[src/verilog/trace_pkg.sv]
// Package: register map, entry layout and port carriers for the branch trace recorder
//
// Contract
// - Entry contents are only guaranteed while collection is halted.
// - Entry bit 0 is 1 for a branch source, 0 for a target.
// - Bit 1 with kind: mispredicted, correct, valid target or invalid entry.
// - Slot bits 3:2 are 00 for targets; slot index or 11 for sources.
// - Bits 63:4 hold the 60-bit source or target bundle address.
// - Captured bits 60:51 copy address bit 50; software writes store as written.
// - A qualified branch writes its source here and its target to the next entry.
// - A target that is itself a branch gives one source or two entries.
// - Jumps into legacy code record their target; legacy jumps to native record nothing.
// - Trapping or faulting branches may record the source without a target.
// - Eight circular entries; pointer post-increments on every recorded entry.
// - After eight entries the pointer wraps and overwrites the first entry.
// - Wrap flag bit 3 of index sets on each wrap and stays until cleared.
// - Writing the index register with byte 0 strobed loads both pointer and wrap flag; a capture in the same cycle steps the old pointer instead of loading it.
// - Pointer bits 2:0 name the next entry; oldest entry when wrapped.
// - Reset clears overflow-irq and visibility bits and sets the vector suppress bit.
// - Other monitor state, entries and index included, is undefined after reset.
// - Capture only while the legacy-mode flag is zero.
package trace_pkg;

  localparam int ENTRIES = 8;
  localparam int PTR_W   = 3;

  // ----------------------------------------------------------------
  // Register map (byte addresses)
  // ----------------------------------------------------------------
  localparam logic [7:0] ENTRY_LO_BASE = 8'h00;
  localparam logic [7:0] ENTRY_HI_BASE = 8'h04;
  localparam logic [7:0] INDEX_OFF     = 8'h40;
  localparam logic [7:0] CONFIG_OFF    = 8'h44;

  // ----------------------------------------------------------------
  // Field positions
  // ----------------------------------------------------------------
  localparam int KIND_BIT     = 0;
  localparam int MISPRED_BIT  = 1;
  localparam int SLOT_LO      = 2;
  localparam int ADDR_LO      = 4;
  localparam int WRAP_BIT     = 3;
  localparam int SEXT_LO      = 51;
  localparam int SEXT_HI      = 60;
  localparam int SEXT_SRC     = 50;
  localparam int CFG_HALT_BIT = 0;
  localparam int CFG_OI_BIT   = 1;
  localparam int CFG_EV_BIT   = 2;
  localparam int CFG_SUPP_BIT = 3;

  localparam logic [1:0] SLOT_NOT_TAKEN = 2'h3;
  localparam logic [1:0] SLOT_TARGET    = 2'h0;
  localparam logic [1:0] RESP_OKAY      = 2'h0;
  localparam logic [1:0] RESP_SLVERR    = 2'h2;

  // Reset values of the control bits
  localparam logic CFG_HALT_RST = 1'b1;
  localparam logic CFG_OI_RST   = 1'b0;
  localparam logic CFG_EV_RST   = 1'b0;
  localparam logic CFG_SUPP_RST = 1'b1;

  typedef struct packed {
    logic        valid;
    logic [59:0] src_addr;
    logic [1:0]  slot;
    logic        taken;
    logic        mispredict;
    logic        record_target;
    logic        merge_source;
    logic [59:0] tgt_addr;
  } branch_event_t;

endpackage
[src/verilog/branch_trace_recorder.sv]
// Branch trace recorder: eight-entry circular trace with AXI4-Lite register access
//
// Local design decisions: the AXI4-Lite register port and the register offsets.
module branch_trace_recorder
  import trace_pkg::*;
#(
  parameter int ENTRY_COUNT = ENTRIES
) (
  input  wire logic          clk,
  input  wire logic          reset,
  input  wire branch_event_t branch_in,
  input  wire logic          legacy_mode_flag,
  input  wire logic [7:0]    s_axi_awaddr,
  input  wire logic          s_axi_awvalid,
  output logic               s_axi_awready,
  input  wire logic [31:0]   s_axi_wdata,
  input  wire logic [3:0]    s_axi_wstrb,
  input  wire logic          s_axi_wvalid,
  output logic               s_axi_wready,
  output logic [1:0]         s_axi_bresp,
  output logic               s_axi_bvalid,
  input  wire logic          s_axi_bready,
  input  wire logic [7:0]    s_axi_araddr,
  input  wire logic          s_axi_arvalid,
  output logic               s_axi_arready,
  output logic [31:0]        s_axi_rdata,
  output logic [1:0]         s_axi_rresp,
  output logic               s_axi_rvalid,
  input  wire logic          s_axi_rready,
  output logic               collection_halted,
  output logic               overflow_irq_enable,
  output logic               external_visibility,
  output logic               interrupt_vector_suppress
);

  // Storage and pointer width are fixed to eight entries
  if (ENTRY_COUNT != ENTRIES) begin : g_bad_count
    $error("ENTRY_COUNT must equal 8");
  end

  logic [63:0]      entry_reg [ENTRIES];
  logic [PTR_W-1:0] ptr_reg;
  logic             wrap_reg;

  // ----------------------------------------------------------------
  // Capture qualification
  // ----------------------------------------------------------------
  // Filter already qualified; legacy execution and halt gate it here
  logic capture;
  logic two_entries;
  assign capture     = branch_in.valid && !legacy_mode_flag && !collection_halted;
  assign two_entries = branch_in.record_target && !branch_in.merge_source;

  function automatic logic [63:0] make_entry(input logic [59:0] addr, input logic [1:0] slot,
                                              input logic mp, input logic kind);
    logic [59:0] a;
    a = addr;
    a[SEXT_HI-ADDR_LO:SEXT_LO-ADDR_LO] = {10{addr[SEXT_SRC-ADDR_LO]}};
    make_entry = {a, slot, mp, kind};
  endfunction

  logic [63:0] src_entry;
  logic [63:0] tgt_entry;
  logic [1:0]  src_slot;
  assign src_slot  = branch_in.taken ? branch_in.slot : SLOT_NOT_TAKEN;
  assign src_entry = make_entry(branch_in.src_addr, src_slot, branch_in.mispredict, 1'b1);
  assign tgt_entry = make_entry(branch_in.tgt_addr, SLOT_TARGET, 1'b1, 1'b0);

  logic [PTR_W-1:0] ptr_plus1;
  logic [PTR_W-1:0] ptr_plus2;
  logic             wraps;
  assign ptr_plus1 = ptr_reg + 3'h1;
  assign ptr_plus2 = ptr_reg + 3'h2;
  assign wraps     = capture && ((ptr_reg == 3'h7) || (two_entries && ptr_reg == 3'h6));

  // ----------------------------------------------------------------
  // AXI4-Lite write channel
  // ----------------------------------------------------------------
  logic        aw_held;
  logic        w_held;
  logic [7:0]  aw_addr_reg;
  logic [31:0] w_data_reg;
  logic [3:0]  w_strb_reg;
  logic        do_write;

  assign do_write = aw_held && w_held;

  // Readies are registered: one idle cycle after each response
  always_ff @(posedge clk) begin
    if (reset) begin
      s_axi_awready <= 1'b0;
    end else if (s_axi_awvalid && s_axi_awready) begin
      s_axi_awready <= 1'b0;
    end else if (!aw_held && !s_axi_bvalid) begin
      s_axi_awready <= 1'b1;
    end
  end

  always_ff @(posedge clk) begin
    if (reset) begin
      s_axi_wready <= 1'b0;
    end else if (s_axi_wvalid && s_axi_wready) begin
      s_axi_wready <= 1'b0;
    end else if (!w_held && !s_axi_bvalid) begin
      s_axi_wready <= 1'b1;
    end
  end

  always_ff @(posedge clk) begin
    if (reset) begin
      aw_held     <= 1'b0;
      w_held      <= 1'b0;
      aw_addr_reg <= 8'h00;
      w_data_reg  <= 32'h0000_0000;
      w_strb_reg  <= 4'h0;
    end else begin
      if (s_axi_awvalid && s_axi_awready) begin
        aw_held     <= 1'b1;
        aw_addr_reg <= s_axi_awaddr;
      end
      if (s_axi_wvalid && s_axi_wready) begin
        w_held     <= 1'b1;
        w_data_reg <= s_axi_wdata;
        w_strb_reg <= s_axi_wstrb;
      end
      if (do_write) begin
        aw_held <= 1'b0;
        w_held  <= 1'b0;
      end
    end
  end

  logic wr_entry;
  logic wr_index;
  logic wr_config;
  logic [2:0] wr_idx;
  assign wr_idx    = aw_addr_reg[5:3];
  assign wr_entry  = do_write && aw_addr_reg[7:6] == 2'h0 && aw_addr_reg[1:0] == 2'h0;
  assign wr_index  = do_write && aw_addr_reg == INDEX_OFF;
  assign wr_config = do_write && aw_addr_reg == CONFIG_OFF;

  always_ff @(posedge clk) begin
    if (reset) begin
      s_axi_bvalid <= 1'b0;
      s_axi_bresp  <= RESP_OKAY;
    end else if (do_write) begin
      s_axi_bvalid <= 1'b1;
      s_axi_bresp  <= (wr_entry || wr_index || wr_config) ? RESP_OKAY : RESP_SLVERR;
    end else if (s_axi_bready) begin
      s_axi_bvalid <= 1'b0;
    end
  end

  function automatic logic [31:0] merge(input logic [31:0] old, input logic [31:0] nw, input logic [3:0] st);
    logic [31:0] r;
    r = old;
    for (int b = 0; b < 4; b++) begin
      if (st[b]) begin
        r[8*b +: 8] = nw[8*b +: 8];
      end
    end
    merge = r;
  endfunction

  // ----------------------------------------------------------------
  // Trace storage
  // ----------------------------------------------------------------
  // Capture beats a software write to the same slot: trace is live data
  generate
    for (genvar e = 0; e < ENTRIES; e++) begin : g_entry
      always_ff @(posedge clk) begin
        if (capture && ptr_reg == PTR_W'(e)) begin
          entry_reg[e] <= src_entry;
        end else if (capture && two_entries && ptr_plus1 == PTR_W'(e)) begin
          entry_reg[e] <= tgt_entry;
        end else if (wr_entry && wr_idx == PTR_W'(e)) begin
          if (aw_addr_reg[2]) begin
            entry_reg[e][63:32] <= merge(entry_reg[e][63:32], w_data_reg, w_strb_reg);
          end else begin
            entry_reg[e][31:0] <= merge(entry_reg[e][31:0], w_data_reg, w_strb_reg);
          end
        end
      end
    end
  endgenerate

  // ----------------------------------------------------------------
  // Index register
  // ----------------------------------------------------------------
  // Entries and index come up undefined to software; only the index is zeroed for determinism, entries are not reset
  always_ff @(posedge clk) begin
    if (reset) begin
      ptr_reg  <= 3'h0;
      wrap_reg <= 1'b0;
    end else begin
      if (wr_index && w_strb_reg[0]) begin
        ptr_reg  <= w_data_reg[PTR_W-1:0];
        wrap_reg <= w_data_reg[WRAP_BIT];
      end
      if (capture) begin
        ptr_reg <= two_entries ? ptr_plus2 : ptr_plus1;
      end
      if (wraps) begin
        wrap_reg <= 1'b1;
      end
    end
  end

  // ----------------------------------------------------------------
  // Monitor configuration
  // ----------------------------------------------------------------
  always_ff @(posedge clk) begin
    if (reset) begin
      collection_halted         <= CFG_HALT_RST;
      overflow_irq_enable       <= CFG_OI_RST;
      external_visibility       <= CFG_EV_RST;
      interrupt_vector_suppress <= CFG_SUPP_RST;
    end else if (wr_config && w_strb_reg[0]) begin
      collection_halted         <= w_data_reg[CFG_HALT_BIT];
      overflow_irq_enable       <= w_data_reg[CFG_OI_BIT];
      external_visibility       <= w_data_reg[CFG_EV_BIT];
      interrupt_vector_suppress <= w_data_reg[CFG_SUPP_BIT];
    end
  end

  // ----------------------------------------------------------------
  // AXI4-Lite read channel
  // ----------------------------------------------------------------
  logic [7:0]  ra;
  logic [31:0] rd;
  logic        rok;
  assign ra = s_axi_araddr;

  always_ff @(posedge clk) begin
    if (reset) begin
      s_axi_arready <= 1'b0;
    end else if (s_axi_arvalid && s_axi_arready) begin
      s_axi_arready <= 1'b0;
    end else if (!s_axi_rvalid) begin
      s_axi_arready <= 1'b1;
    end
  end

  always_comb begin
    rd  = 32'h0000_0000;
    rok = 1'b1;
    if (ra[7:6] == 2'h0 && ra[1:0] == 2'h0) begin
      // Live reads are allowed but meaningless unless halted
      rd = ra[2] ? entry_reg[ra[5:3]][63:32] : entry_reg[ra[5:3]][31:0];
    end else if (ra == INDEX_OFF) begin
      rd = {28'h0000000, wrap_reg, ptr_reg};
    end else if (ra == CONFIG_OFF) begin
      rd = {28'h0000000, interrupt_vector_suppress, external_visibility, overflow_irq_enable, collection_halted};
    end else begin
      rok = 1'b0;
    end
  end

  always_ff @(posedge clk) begin
    if (reset) begin
      s_axi_rvalid <= 1'b0;
      s_axi_rdata  <= 32'h0000_0000;
      s_axi_rresp  <= RESP_OKAY;
    end else if (s_axi_arvalid && s_axi_arready) begin
      s_axi_rvalid <= 1'b1;
      s_axi_rdata  <= rd;
      s_axi_rresp  <= rok ? RESP_OKAY : RESP_SLVERR;
    end else if (s_axi_rready) begin
      s_axi_rvalid <= 1'b0;
    end
  end
endmodule

[config.mk]
export PLATFORM = sky130hd
export DESIGN_NAME = branch_trace_recorder
export DESIGN_NICKNAME = d
export VERILOG_FILES = /design/src/verilog/trace_pkg.sv /design/src/verilog/branch_trace_recorder.sv
export SDC_FILE = /design/constraint.sdc
export NUM_CORES = 1
export LEC_CHECK = 0
export BUFFER_PORTS_ARGS = -buffer_cell sky130_fd_sc_hd__buf_4
export CAP_MARGIN = 20
export CORE_MARGIN = 1
export CORE_UTILIZATION = 30
export CTS_BUF_LIST = sky130_fd_sc_hd__clkbuf_4 sky130_fd_sc_hd__clkbuf_8
export CTS_CLUSTER_DIAMETER = 60
export CTS_CLUSTER_SIZE = 8
export DETAILED_ROUTE_END_ITERATION = 6
export PLACE_DENSITY = 0.42
export SLEW_MARGIN = 0
export SYNTH_ARGS = -nofsm -noshare
export SYNTH_HDL_FRONTEND = slang
export SYNTH_SLANG_ARGS = --single-unit
[constraint.sdc]
create_clock -name clk -period 3.5 [get_ports clk]
set_input_delay 0.7 -clock clk [delete_from_list [all_inputs] [get_ports clk]]
set_output_delay 0.7 -clock clk [all_outputs]
set_load 0.02 [all_outputs]
==> results.json <==
{
  "rr_startpoint": "ptr_reg[0]",
  "ys_ff_latch": 605,
  "fmax_ghz": 0.298,
  "r2r_end": "entry_reg[4][8]",
  "power_mw": 15.8,
  "clk_latency_ns": 0.74,
  "cts_max_level": 3,
  "post_cts_buffers": 0,
  "drive_gt1_frac": 0.449,
  "drc": 0,
  "mostFrequentLayoutCells": "mux2_2, edfxtp_1, buf_4, mux2i_1, nand2_1",
  "grt_overflow": 0,
  "seqPwrFrac": 0.503,
  "synth_edf_count": 512,
  "nets": 3008,
  "cp_cell_sequence": "ha_1, ha_1, nand4bb_1, a2bb2oi_2, buf_4, nand4_1, nand2_1",
  "yosysWarnings": 0,
  "synthFlopType": "edfxtp_1",
  "synth.avg_cell_area_sq_um": 13.7,
  "synth.top_cell.area_share": 0.440,
  "synthTopCellsByArea": "edfxtp_1, mux2_2, mux2i_1",
  "regToRegSetupSlack_ns": 0.14,
  "arrival_ns": 3.71,
  "cp-end-kind": "register",
  "tightest_slew_ns": 1.00,
  "grt_pass1_vias": 24800,
  "vias": 23500,
  "synth.distinct_cells": 59,
  "max_cap_violations": 0,
  "p_leak_nw": 15.7,
  "hp-start": "s_axi_wdata[9]",
  "start_util": 0.304,
  "finalHoldViolations": 0,
  "status": "finished, final reports clean",
  "syn_area_sq_um": 35000,
  "setup_tns_ns": 0,
  "dp_hpwl_um": 85300,
  "internal-power_mw": 11.9,
  "pwr-share-comb": 0.090,
  "rows": 124,
  "rsz0062_at_grt": "false",
  "grt_usage": 0.217,
  "fin_crit_ns": 3.36,
  "firstDrtPassIters": 7,
  "setup_viol_count_final": 0,
  "core-area_sq_um": 115000,
  "ant_nets": 0,
  "hold_path_depth": 3,
  "largest_reg_flops": 512,
  "clockBufferDepth": 3,
  "antenna_found_initial": 10,
  "slew_violations": 0,
  "cts_tree": "built",
  "worst-path-max-fanout": 11,
  "start_kind": "register",
  "grt_max_degree": 65,
  "sw_frac_of_total": 0.245,
  "place_congestion": 0.802,
  "syn-instance-count": 2557,
  "slew_headroom": 0.331,
  "critical_path.max_stage_delay_ns": 0.74,
  "cts_made_buffers": 94,
  "period_share": 0.959,
  "die_area_sq_um": 118000,
  "yosysSeqAreaShare": 0.493,
  "async_flop_share": 0,
  "clock-skew-final_ns": 0.0338,
  "io-pin-count": 232,
  "grt_pass1_wl_um": 184000,
  "drtIter0Drc": 1704,
  "root_buffer": "clkbuf_8",
  "p_switching_mw": 3.87,
  "clkTransAtPathRegs_ns": 0.07,
  "cpMaxStageDelayCell": "nand2_1",
  "die_x_um": 343,
  "hold_path.class": "in2reg",
  "portBuffers": 209,
  "wl_per_cell_um": 29.2,
  "worstPathRequired_ns": 3.85,
  "die_y_um": 343,
  "yosysTopAreaCell": "edfxtp_1",
  "p_clk_frac": 0.407,
  "holdPathEnd": "w_data_reg[9]",
  "cts_sinks": 605,
  "areaGrowthSynthToFinish_pct": 17.3,
  "peakVddDrop_uv": 240,
  "drt_wl_total_um": 128000,
  "final_common_cell": "mux2_2",
  "p_per_area_nw_per_um2": 385,
  "cp_common_cell": "ha_1",
  "critPathKind": "reg2reg",
  "reg2regPathDepth": 7,
  "detail_route.vias_per_cell": 5.34
}
synthesized netlist by cell type, types with 13 or more instances:
cell type    n
o21ai_0     52
mux2_1      35
nand3_1     41
mux4_2     124
buf_2       48
mux2_2     575
edfxtp_1   512
clkbuf_1   124
mux2i_1    341
nand4_1     56
inv_1       51
nand2_1    147
buf_4       13
buf_1       34
a21oi_1     58
nor2_1      73
a211o_1     31
dfxtp_1     93
cell families after synthesis:
| logic type | share of synthesized area |
|---|---|
| multiplexers | 0.374 |
| flip-flops | 0.493 |
| AND/OR/NAND/NOR | 0.0611 |
| buffers and inverters | 0.0354 |
| AO/OA/AOI/OAI | 0.0336 |
| adder cells (fa/ha/maj) | 0.00251 |
| other | 0.000107 |
| XOR/XNOR | 0.000251 |
cell type report:
type,instances,area [sq um]
repair buffers,391,3130
clock inverters,16,164
fillers,11100,74000
inverters,51,191
clock buffers,150,1760
multi-input cells,1671,16600
flip-flops and latches,605,17200
diodes,1,2.50
well taps,1512,1890
through the flow:
stage	util	area, sq um	worst slack (ns)	instances	hold WS, ns
3_3_place_gp	0.340	39100	0.130	4230	0.447
5_1_grt	0.357	41000	0.0979	4397	0.188
4_1_cts	0.357	41000	0.107	4396	0.137
6_report	0.357	41000	0.142	4397	0.216
3_5_place_dp	0.340	39100	0.122	4230	0.449
2_1_floorplan	-	35000	0.483	2558	0.432
critical path: cells and delay by family, from the launching register on:
family / cells / cell delay [ns]
AND/OR/NAND/NOR: 3 / 1.60
adder cells (fa/ha/maj): 2 / 0.60
flip-flops: 1 / 0.36
buffers and inverters: 1 / 0.23
AO/OA/AOI/OAI: 1 / 0.17
routing by layer:
layer,track usage,wire length [um],part of all wire,vias to the layer above
met3,0.0418,7630,0.059,145
met4,0.0480,2100,0.016,12
li1,-,-,-,10500
met5,0,78,0.00061,-
met2,0.358,61000,0.48,671
met1,0.295,57400,0.45,12200
what timing repair did:
| action | 4_1_cts | 5_1_grt |
|---|---|---|
| hold buffers | 0 | 0 |
| resized for setup | 0 | 1 |
| endpoints found under the setup margin | 0 | 1 |
how the worst max path moves through the flow:
stage | start | endpoint | cells past startpoint
global placement | ptr_reg[0] | entry_reg[7][4] | 7
finish | ptr_reg[0] | entry_reg[4][8] | 7
CTS | ptr_reg[0] | entry_reg[7][15] | 7
detailed placement | ptr_reg[0] | entry_reg[7][4] | 7
floorplan | ptr_reg[2] | entry_reg[1][32] | 8
global route | ptr_reg[0] | entry_reg[4][8] | 7
power groups by stage:
stage | Combinational [mW] | Clock [mW] | Sequential [mW]
global route | 1.54 | 6.94 | 7.94
CTS | 1.43 | 6.66 | 7.93
floorplan | 0.875 | 0 | 8.03
detailed placement | 1.42 | 0 | 8.09
global placement | 1.39 | 0 | 8.09
finish | 1.41 | 6.43 | 7.94
No activity file was read; power rests on OpenSTA's default activity.
